==> config.mk <==
export PLATFORM = sky130hd
export DESIGN_NAME = noc_core
export DESIGN_NICKNAME = d
export VERILOG_FILES = /design/src/rtl/noc_core.v
export VERILOG_INCLUDE_DIRS = /design/src /design/src/rtl
export SDC_FILE = /design/constraint.sdc
export NUM_CORES = 1
export LEC_CHECK = 0
export BUFFER_PORTS_ARGS = -buffer_cell sky130_fd_sc_hd__buf_2
export CAP_MARGIN = 0
export CORE_MARGIN = 2
export CORE_UTILIZATION = 55
export CTS_BUF_LIST = sky130_fd_sc_hd__clkbuf_4 sky130_fd_sc_hd__clkbuf_8
export DETAILED_ROUTE_END_ITERATION = 8
export PLACE_DENSITY_LB_ADDON = 0.3
export RECOVER_POWER = 100
export SYNTH_ARGS = -nofsm -noshare
export SYNTH_HDL_FRONTEND = slang
export SYNTH_SLANG_ARGS = --single-unit
==> constraint.sdc <==
create_clock -name sys_clk -period 4.1 [get_ports sys_clk]
set_clock_uncertainty 0.1 [all_clocks]
set_input_delay 0 -clock sys_clk [delete_from_list [all_inputs] [get_ports sys_clk]]
set_output_delay 0 -clock sys_clk [all_outputs]
set_load 0.02 [all_outputs]
==> src/rtl/noc_regs.vh <==
// Purpose: Register map, field positions, reset values and timing for the oscillator control block
// Assumes: 8-bit register port, byte offsets
// Notes: Definitions only
`ifndef NOC_REGS_VH
`define NOC_REGS_VH

// ==========================================
// Register offsets
`define NOC_ADDR_W 8
`define NOC_OFS_CONTROL 8'h00
`define NOC_OFS_CLKCFG 8'h01
`define NOC_OFS_ACC_LOW 8'h02
`define NOC_OFS_ACC_HIGH 8'h03
`define NOC_OFS_ACC_UPPER 8'h04
`define NOC_OFS_INC_LOW 8'h05
`define NOC_OFS_INC_HIGH 8'h06

// ==========================================
// Control register fields
`define NOC_CTL_EN_BIT 7
`define NOC_CTL_OE_BIT 6
`define NOC_CTL_OUT_BIT 5
`define NOC_CTL_POL_BIT 4
`define NOC_CTL_PFM_BIT 0

// ==========================================
// Clock register fields
`define NOC_CLK_PWS_HI 7
`define NOC_CLK_PWS_LO 5
`define NOC_CLK_CKS_HI 1
`define NOC_CLK_CKS_LO 0

// ==========================================
// Clock source codes
`define NOC_CKS_HFOSC 2'h0
`define NOC_CKS_SYS 2'h1
`define NOC_CKS_LCELL 2'h2
`define NOC_CKS_EXTPIN 2'h3

// ==========================================
// Reset values
`define NOC_RST_BYTE 8'h00
`define NOC_RST_NIB 4'h0
`define NOC_RST_ACC 20'h00000

// ==========================================
// Timing: fast oscillator rate from the system rate
`define NOC_SYS_MHZ 7'd100
`define NOC_HF_MHZ 7'd16
`define NOC_HF_PH_W 7

`endif

==> src/rtl/noc_core.v <==
// Purpose: Numerically controlled oscillator with its control registers
// Assumes: sys_clk at 100 MHz; selected input clocks are much slower than sys_clk
// Notes: Pin, cell and fast sources become one-cycle tick enables on sys_clk; system source ticks every cycle
`timescale 1ns/1ps
`include "noc_regs.vh"

// What this block does
// RULE1: Pulse length is two to the width field
// RULE2: Clock field picks pin, cell, system, fast
// RULE3: Width field used only in pulsed mode
// RULE4: Software keeps width below overflow period
// RULE5: Polarity bit four, applied last, resets zero
// RULE6: Unused control, clock bits read zero
// RULE7: Low, high bytes access accumulator bits
// RULE8: Each input tick adds increment to accumulator, except in a cycle with an accumulator byte write
// RULE9: Mode bit picks pulsed or toggling output
// RULE10: Output level bit reads live output
// RULE11: Reset clears every oscillator register
// RULE12: Bit seven enables, bit six drives pin
module noc_core (
  input wire sys_clk,
  input wire nrst,
  input wire [7:0] reg_addr,
  input wire [7:0] reg_wdata,
  input wire reg_wr,
  input wire reg_rd,
  output reg [7:0] reg_rdata,
  input wire external_clock_pin,
  input wire logic_cell_output,
  output reg osc_out,
  output reg overflow_pulse,
  output reg pin_out,
  output reg pin_oe_n
);

  // ==========================================
  // Pulse length minus one for a width code
  function [6:0] noc_pulse_last;
    input [2:0] pws;
    reg [7:0] len;
    begin
      len = 8'h01 << pws;
      noc_pulse_last = len[6:0] - 7'h01;
    end
  endfunction

  // Write strobe aimed at one register offset
  function noc_wr_hit;
    input wr;
    input [7:0] addr;
    input [7:0] ofs;
    begin
      noc_wr_hit = wr && (addr == ofs);
    end
  endfunction

  // ==========================================
  // Software-visible state
  reg module_enable_bit_r;
  reg pin_output_enable_r;
  reg output_polarity_bit_r;
  reg pulse_mode_select_r;
  reg [2:0] pulse_width_select_r;
  reg [1:0] clock_source_select_r;
  reg [19:0] phase_accumulator_r;
  reg [15:0] phase_increment_r;

  // ==========================================
  // Internal state
  reg ext_sync1_r;
  reg ext_sync2_r;
  reg ext_prev_r;
  reg cell_sync1_r;
  reg cell_sync2_r;
  reg cell_prev_r;
  reg [`NOC_HF_PH_W-1:0] hf_phase_r;
  reg hf_tick_r;
  reg active_r;
  reg [6:0] pulse_cnt_r;

  wire ext_rise;
  wire cell_rise;
  wire [`NOC_HF_PH_W-1:0] hf_sum;
  wire tick;
  wire [20:0] acc_sum;
  wire carry;
  wire wr_ctl;
  wire wr_clk;
  wire final_level;
  reg src_tick;
  reg [7:0] rd_value;
  reg active_nxt;
  reg [6:0] pulse_cnt_nxt;

  // ==========================================
  // Input clock synchronisers, two stages each
  // Third flop per source only keeps the last level for edge detect
  always @(posedge sys_clk or negedge nrst) begin
    if (!nrst) begin
      ext_sync1_r <= 1'b0;
      ext_sync2_r <= 1'b0;
      ext_prev_r <= 1'b0;
      cell_sync1_r <= 1'b0;
      cell_sync2_r <= 1'b0;
      cell_prev_r <= 1'b0;
    end else begin
      ext_sync1_r <= external_clock_pin;
      ext_sync2_r <= ext_sync1_r;
      ext_prev_r <= ext_sync2_r;
      cell_sync1_r <= logic_cell_output;
      cell_sync2_r <= cell_sync1_r;
      cell_prev_r <= cell_sync2_r;
    end
  end

  // Rising edges seen after the second stage only
  assign ext_rise = ext_sync2_r & ~ext_prev_r;
  assign cell_rise = cell_sync2_r & ~cell_prev_r;

  // ==========================================
  // Fast oscillator stand-in: fractional divider
  // Averages 16 ticks per 100 cycles; jitter of one cycle is the trade-off
  assign hf_sum = hf_phase_r + `NOC_HF_MHZ;

  always @(posedge sys_clk or negedge nrst) begin
    if (!nrst) begin
      hf_phase_r <= {`NOC_HF_PH_W{1'b0}};
      hf_tick_r <= 1'b0;
    end else if (hf_sum >= `NOC_SYS_MHZ) begin
      hf_phase_r <= hf_sum - `NOC_SYS_MHZ;
      hf_tick_r <= 1'b1;
    end else begin
      hf_phase_r <= hf_sum;
      hf_tick_r <= 1'b0;
    end
  end

  // ==========================================
  // Input clock selection
  // System source ticks every cycle; pin and cell give one-cycle edge pulses, fast a one-cycle divider tick
  always @* begin
    case (clock_source_select_r) // RULE2
      `NOC_CKS_EXTPIN: src_tick = ext_rise;
      `NOC_CKS_LCELL: src_tick = cell_rise;
      `NOC_CKS_SYS: src_tick = 1'b1;
      `NOC_CKS_HFOSC: src_tick = hf_tick_r;
      default: src_tick = 1'b0;
    endcase
  end

  // Disabled module sees no input clock at all
  assign tick = src_tick & module_enable_bit_r; // RULE12

  // ==========================================
  // Adder and overflow
  assign acc_sum = {1'b0, phase_accumulator_r} + {5'h00, phase_increment_r};
  assign carry = acc_sum[20];

  // ==========================================
  // Register write decode
  assign wr_ctl = noc_wr_hit(reg_wr, reg_addr, `NOC_OFS_CONTROL);
  assign wr_clk = noc_wr_hit(reg_wr, reg_addr, `NOC_OFS_CLKCFG);

  // Control and clock configuration, unused bits never stored
  // Zero reset leaves the block stopped with its pin released
  always @(posedge sys_clk or negedge nrst) begin
    if (!nrst) begin
      module_enable_bit_r <= 1'b0; // RULE11
      pin_output_enable_r <= 1'b0;
      output_polarity_bit_r <= 1'b0;
      pulse_mode_select_r <= 1'b0;
      pulse_width_select_r <= 3'h0;
      clock_source_select_r <= 2'h0;
    end else begin
      if (wr_ctl) begin
        module_enable_bit_r <= reg_wdata[`NOC_CTL_EN_BIT]; // RULE12
        pin_output_enable_r <= reg_wdata[`NOC_CTL_OE_BIT]; // RULE12
        output_polarity_bit_r <= reg_wdata[`NOC_CTL_POL_BIT]; // RULE5
        pulse_mode_select_r <= reg_wdata[`NOC_CTL_PFM_BIT]; // RULE9
      end
      if (wr_clk) begin
        pulse_width_select_r <= reg_wdata[`NOC_CLK_PWS_HI:`NOC_CLK_PWS_LO];
        clock_source_select_r <= reg_wdata[`NOC_CLK_CKS_HI:`NOC_CLK_CKS_LO];
      end
    end
  end

  // ==========================================
  // Increment: applied directly, no shadow copy
  // A change while running may give one odd period
  always @(posedge sys_clk or negedge nrst) begin
    if (!nrst) begin
      phase_increment_r <= {2{`NOC_RST_BYTE}}; // RULE11
    end else if (reg_wr) begin
      if (reg_addr == `NOC_OFS_INC_LOW) begin
        phase_increment_r[7:0] <= reg_wdata;
      end
      if (reg_addr == `NOC_OFS_INC_HIGH) begin
        phase_increment_r[15:8] <= reg_wdata;
      end
    end
  end

  // ==========================================
  // Accumulator: a byte write overrides a tick in the same cycle
  // Bytes load one at a time, so a tick between two writes may carry;
  // clear the enable first when a clean load matters
  always @(posedge sys_clk or negedge nrst) begin
    if (!nrst) begin
      phase_accumulator_r <= `NOC_RST_ACC; // RULE11
    end else if (noc_wr_hit(reg_wr, reg_addr, `NOC_OFS_ACC_LOW)) begin
      phase_accumulator_r[7:0] <= reg_wdata; // RULE7
    end else if (noc_wr_hit(reg_wr, reg_addr, `NOC_OFS_ACC_HIGH)) begin
      phase_accumulator_r[15:8] <= reg_wdata; // RULE7
    end else if (noc_wr_hit(reg_wr, reg_addr, `NOC_OFS_ACC_UPPER)) begin
      phase_accumulator_r[19:16] <= reg_wdata[3:0];
    end else if (tick) begin
      phase_accumulator_r <= acc_sum[19:0]; // RULE8
    end
  end

  // ==========================================
  // Output shaping before polarity
  // Width beyond the overflow period simply restarts the count
  // Fixed duty mode holds the count clear, so the width field is inert
  // Pulsed mode reloads the count on every carry
  always @* begin
    active_nxt = active_r;
    pulse_cnt_nxt = pulse_cnt_r;
    if (tick) begin
      if (!pulse_mode_select_r) begin
        pulse_cnt_nxt = 7'h00; // RULE3
        if (carry) begin
          active_nxt = ~active_r; // RULE9
        end
      end else if (carry) begin
        active_nxt = 1'b1; // RULE9
        pulse_cnt_nxt = noc_pulse_last(pulse_width_select_r); // RULE1
      end else if (pulse_cnt_r != 7'h00) begin
        pulse_cnt_nxt = pulse_cnt_r - 7'h01; // RULE1
      end else begin
        active_nxt = 1'b0; // RULE1
      end
    end
  end

  always @(posedge sys_clk or negedge nrst) begin
    if (!nrst) begin
      active_r <= 1'b0;
      pulse_cnt_r <= 7'h00;
    end else begin
      active_r <= active_nxt;
      pulse_cnt_r <= pulse_cnt_nxt;
    end
  end

  // ==========================================
  // Polarity as the last stage
  assign final_level = active_nxt ^ output_polarity_bit_r; // RULE5

  // Outputs registered; pin released unless output enable is set
  // Pin data follows the output even while the pin is released
  always @(posedge sys_clk or negedge nrst) begin
    if (!nrst) begin
      osc_out <= 1'b0;
      overflow_pulse <= 1'b0;
      pin_out <= 1'b0;
      pin_oe_n <= 1'b1;
    end else begin
      osc_out <= final_level;
      overflow_pulse <= tick & carry;
      pin_out <= final_level;
      pin_oe_n <= ~pin_output_enable_r; // RULE12
    end
  end

  // ==========================================
  // Read mux, unused bits forced to zero
  always @* begin
    case (reg_addr)
      `NOC_OFS_CONTROL: rd_value = {module_enable_bit_r, pin_output_enable_r, osc_out, // RULE10
        output_polarity_bit_r, 3'h0, pulse_mode_select_r}; // RULE6
      `NOC_OFS_CLKCFG: rd_value = {pulse_width_select_r, 3'h0, clock_source_select_r}; // RULE6
      `NOC_OFS_ACC_LOW: rd_value = phase_accumulator_r[7:0]; // RULE7
      `NOC_OFS_ACC_HIGH: rd_value = phase_accumulator_r[15:8]; // RULE7
      `NOC_OFS_ACC_UPPER: rd_value = {`NOC_RST_NIB, phase_accumulator_r[19:16]};
      `NOC_OFS_INC_LOW: rd_value = phase_increment_r[7:0];
      `NOC_OFS_INC_HIGH: rd_value = phase_increment_r[15:8];
      default: rd_value = `NOC_RST_BYTE;
    endcase
  end

  // Read data valid only in the cycle after the strobe
  always @(posedge sys_clk or negedge nrst) begin
    if (!nrst) begin
      reg_rdata <= `NOC_RST_BYTE;
    end else if (reg_rd) begin
      reg_rdata <= rd_value;
    end else begin
      reg_rdata <= `NOC_RST_BYTE;
    end
  end

endmodule

After elaboration in Yosys (flattened, before gate mapping). Index checks and enable logic that the tools add are counted.

Add/sub/neg operators: 5. Multipliers: 0. Divide/modulo/power cells: 0. $lt $le $gt $ge: 1. Equality and inequality tests: 13. Shift-type cells: 1. Muxes and demuxes: 19. Bitwise operators: 11. Reductions and logical operators: 17.

Operator list (number): one-hot mux 8 bit (7 select lines) (1); 2-to-1 mux 8 bit (4); 2-to-1 mux 7 bit (4); == test 8 x 3 -> 1 bit, second input constant (3); adder 20 x 16 -> 21 bit (1); 2-to-1 mux 20 bit (1); == test 8 x 2 -> 1 bit, second input constant (2); 2-to-1 mux 16 bit (1); subtractor 7 x 1 -> 7 bit, second input constant (2); AND reduction 3 bit (3); == test 8 x 1 -> 1 bit, second input constant (1); logical NOT 8 bit (1); adder 7 x 5 -> 7 bit, second input constant (1); >= comparator 7 bit, second input constant (1); nonzero test 7 bit (1); << shifter 1 x 3 -> 7 bit, first input constant (1); subtractor 7 bit, second input constant (1); 2-to-1 mux 1 bit (6); inequality test 2 bit, second input constant (3); NOT 1 bit (6); AND reduction 2 bit (3); nonzero test 2 bit (3); logical AND 1 bit (5); AND 1 bit (4); other kinds (7) (8).

Flip-flop bits (word level): 78. Latch bits: 0. Memory bits (writable): 0. Bits in read-only memories: 0. Input port bits: 22. Output and inout port bits: 12. Word-level logic and storage cells: 92. Memories: 0.

Depth between registers and ports, before layout.
Depth in word-level cells: 8. Depth in mapped cells: 11. Depth with buffers taken out: 10.

Worst setup path before layout. Ideal clock, no wire load.

Path kind: register to register. Start point: register phase_accumulator_r[0]. End point: register pulse_cnt_r[1]. Setup time: 0.137 ns. Arrival: 2.793 ns. Data required time: 3.863 ns. Slack: 1.070 ns. Cell stages (with the launch flop): 12. Path buffers: 1. Clock period less this slack: 3.030 ns. Path through: dfrtp_1 -> ha_1 -> fa_1 -> a211oi_1 -> o211ai_1 -> a31oi_1 -> o21ai_1 -> a311oi_1 -> buf_2 -> nor2_1 -> o21ai_0 -> o2bb2ai_1.

Word-level cells in the longest chain between the ends: 3. Elaborated cells between the ends (all ways): 5. Those cells by class: add/sub: 1; eq/ne: 1; mux: 2; reduce/logical: 1.

RTL lines: from (decl) (RTL line noc_core.v:65) `reg [19:0] phase_accumulator_r;`; from (signal assigned) (RTL line noc_core.v:210) `` phase_accumulator_r <= `NOC_RST_ACC; ``; from (signal assigned) (RTL line noc_core.v:212) `phase_accumulator_r[7:0] <= reg_wdata;`; from (signal assigned) (RTL line noc_core.v:218) `phase_accumulator_r <= acc_sum[19:0];`; adder 20 x 16 -> 21 bit * (RTL line noc_core.v:156) `assign acc_sum = {1'b0, phase_accumulator_r} + {5'h00, phase_increment_r};`; inequality test 3 x 1 -> 1 bit (no line) or 2-to-1 mux 7 bit (tied branches); AND reduction 2 bit (no line) or 2-to-1 mux 7 bit (tied branches); to (signal assigned) (RTL line noc_core.v:253) `pulse_cnt_r <= pulse_cnt_nxt;`; to (decl) (RTL line noc_core.v:79) `reg [6:0] pulse_cnt_r;`.

Every way passes the cells marked *; elsewhere a longest branch is shown, timed or not. A chain may end at the register's enable or synchronous reset.

Worst setup path after layout.
Start point: register phase_accumulator_r[0]. End point: register pulse_cnt_r[0].

Same word-level chain as after synthesis.

==> impl_metrics.json <==
{
  "cts-root-buf": "clkbuf_8",
  "failed_checks": "capacitance limit, slew limit",
  "placed_cell_area_um2": 4600,
  "synth_seq_cells": 76,
  "cpPeakStageDelay_ns": 0.43,
  "numCtsBuffers": 9,
  "syn_area_per_cell_um2": 9.99,
  "r2r_start": "phase_accumulator_r[0]",
  "ys.warnings.count": 0,
  "worst_pin_slew_ns": 1.86,
  "dr.pass1.iters": 5,
  "ios": 34,
  "slew_viol_final": 77,
  "cts_resized": 0,
  "fillers": 621,
  "gp_congestion": 0.915,
  "port_buffers": 33,
  "synthTopCellsByArea": "dfrtp_1 (43%), mux2_2 (7.5%), ha_1 (6.1%)",
  "end_kind": "flip-flop",
  "synth.cell_area_um2": 4340,
  "vias_per_cell": 6.12,
  "crit_family": "compound AO/OA/AOI/OAI gates",
  "layout_commonest_cell": "dfrtp_1",
  "clk_pin_slew_ns": 0.09,
  "die_w_um": 92.8,
  "clockBufferDepth": 2,
  "post-route-period-util": 0.867,
  "synth_edf_count": 0,
  "grt_pass1_wl_mm": 17.3,
  "whs_ns": 0.0755,
  "maxCapViolCount": 1,
  "die-area_um2": 8610,
  "syn_inst": 434,
  "grt_pass1_vias": 3557,
  "synth_top_area_cell": "dfrtp_1",
  "final_area_um2": 4910,
  "path_cells": "ha_1 -> fa_1 -> a211oi_1 -> o211ai_1 -> a31oi_1 -> o21ai_0 -> a311oi_1 -> buf_4 -> or2_0 -> o21ai_0 -> a32o_1",
  "antenna_left": 0,
  "grt_overflow": 0,
  "cp.arrival_ns": 3.71,
  "synth-xor-area-share": 0.0323,
  "yosysSeqAreaShare": 0.439,
  "final-seq-area_um2": 1900,
  "synth_mux_area_frac": 0.110,
  "rr_endpoint": "pulse_cnt_r[0]",
  "num_antenna_cells": 0,
  "report.final.setup_viol": 0,
  "synthFlopType": "dfrtp_1",
  "grt_antenna_before_repair": 0,
  "place_inst": 559,
  "yosys.area.top_type_share": 0.433,
  "p_leak_uw": 0.00226,
  "setup_ws_ns": 0.545,
  "path_buf_inv": 1,
  "rrSetupSlack_ns": 0.55,
  "ctsHoldBuffers": 12,
  "final_cell_mix": "dfrtp_1 (75), nor2_1 (37), a21oi_1 (37), nand2_1 (35), o21ai_0 (30)",
  "hold_violations": 0,
  "cp-start-kind": "flip-flop",
  "cts.sinks": 76,
  "core-area_um2": 7690,
  "synthAdderAreaFrac": 0.0652,
  "multiInputGateArea_um2": 2310,
  "hold_class": "in2reg",
  "syn2layout_area_growth_pct": 13.2,
  "r2r_cells": 11,
  "drive_gt1_frac": 0.155,
  "endpoint": "pulse_cnt_r[0]",
  "synthesis.nets": 478,
  "cts_setup_buffers": 0,
  "synthSimpleGateAreaFrac": 0.143,
  "post_drt_wl_per_cell_um": 17.8,
  "clock_latency_ns": 0.36,
  "start_util": 0.564,
  "grt_usage": 0.258,
  "synth_cell_types": 58,
  "vdd_ir_drop_max_mv": 0.286,
  "layout.cells.non_filler": 587,
  "grt_max_degree": 77,
  "run_status": "finished, violations left",
  "crit_top_cell": "o21ai_0",
  "relSlewSlack": -0.242,
  "first_iter_violations": 259,
  "rows": 32,
  "setup_tns_ns": 0,
  "totalWireLength_mm": 10.5,
  "worst-setup-path-type": "reg2reg",
  "synthArstFlopShare": 1.00,
  "finalNetCount": 524,
  "fmax_ghz": 0.281,
  "required_ns": 4.25,
  "path_max_fanout": 11,
  "synth_top_family_by_area": "compound AO/OA/AOI/OAI gates",
  "htree_levels": 3,
  "rsz0062_at_grt": "false",
  "post-route-min-period_ns": 3.55,
  "drc": 0,
  "p_per_area_nw_per_um2": 342,
  "slowest_stage": "fa_1",
  "hpwl_mm": 7.57,
  "dp_slack_ns": 0.710,
  "die-height_um": 92.8,
  "num_vias": 3590,
  "cp-startpoint": "phase_accumulator_r[0]",
  "cp.depth": 11,
  "cts_tree": "built",
  "synth-compound-area-share": 0.186
}
how the worst min path moves through the flow:
stage | start | endpoint | slack (ns) | cells past startpoint
global route | reg_rd | reg_rdata[6] | 0.08 | 3
CTS | reg_rd | reg_rdata[7] | 0.04 | 3
global placement | external_clock_pin | ext_sync1_r | 0.008 | 1
finish | reg_rd | reg_rdata[7] | 0.08 | 3
detailed placement | external_clock_pin | ext_sync1_r | 0.01 | 1
floorplan | nrst | active_r | -0.40 | 0
cell usage after synthesis, types with 4 or more instances:
| master | n |
|---|---|
| dfrtp_1 | 75 |
| a21oi_1 | 37 |
| nor2_1 | 37 |
| nand2_1 | 35 |
| mux2_2 | 29 |
| o21ai_0 | 29 |
| ha_1 | 21 |
| mux2i_1 | 15 |
| inv_1 | 12 |
| xnor2_1 | 12 |
| clkbuf_1 | 10 |
| nand3_1 | 9 |
| a21o_1 | 7 |
| nor3_1 | 6 |
| o22ai_1 | 6 |
| o2bb2ai_1 | 6 |
| or3_1 | 6 |
| a22oi_1 | 5 |
| a31oi_1 | 5 |
| and2_1 | 5 |
| o211ai_1 | 5 |
| o21bai_1 | 5 |
| a221oi_1 | 4 |
| and3_1 | 4 |
| xor2_1 | 4 |
cell type report:
type                       count  area share
multi-input combinational    332       0.470
sequential                    76       0.388
timing repair buffer          49      0.0604
clock buffer                  11      0.0296
tap                          102      0.0260
clock inverter                 5      0.0171
inverter                      12     0.00917
per-layer routing:
| layer | track usage | part of all wire | vias up |
|---|---|---|---|
| met4 | 0.108 | 0.029 | 0 |
| met5 | 0 | 0 | - |
| met1 | 0.349 | 0.46 | 1746 |
| li1 | - | - | 1693 |
| met2 | 0.409 | 0.46 | 125 |
| met3 | 0.0448 | 0.051 | 26 |
worst reg2reg max path, delay by kind of cell (launching register included):
kind / cells / cell delay, ns
DFF: 1 / 0.41
AOI/OAI and AO/OA: 7 / 1.69
and+or+nand+nor: 1 / 0.37
adders and majority gates: 2 / 0.67
buffers and inverters: 1 / 0.22
cells by family after synthesis:
| kind of cell | count (synthesis) |
|---|---|
| compound gates | 127 |
| buf+inv | 26 |
| flops | 76 |
| xor+xnor | 16 |
| fa+ha+maj | 22 |
| simple gates | 123 |
| mux | 44 |
where the power goes:
| group | internal [µW] | total [µW] | leakage (µW) | switching (µW) |
|---|---|---|---|---|
| Clock | 369 | 663 | 0.000110 | 294 |
| Sequential | 785 | 820 | 0.00101 | 34.8 |
| Combinational | 85.9 | 199 | 0.00114 | 113 |
through the flow:
step | utilization | total power [µW]
floorplan | - | 952
global placement | 0.599 | 1020
detailed placement | 0.599 | 1020
CTS | 0.644 | 1680
global route | 0.639 | 1760
finish | 0.639 | 1680
state kept, by name, indices dropped and copies added, names as in the netlist, 2 cells and up:
| register | cells |
|---|---|
| pulse_cnt_r | 7 |
| clock_source_select_r | 2 |
| reg_rdata | 8 |
| phase_accumulator_r | 20 |
| pulse_width_select_r | 3 |
| hf_phase_r | 5 |
| phase_increment_r | 16 |
Note: power is estimated with default switching activity, not from simulation.
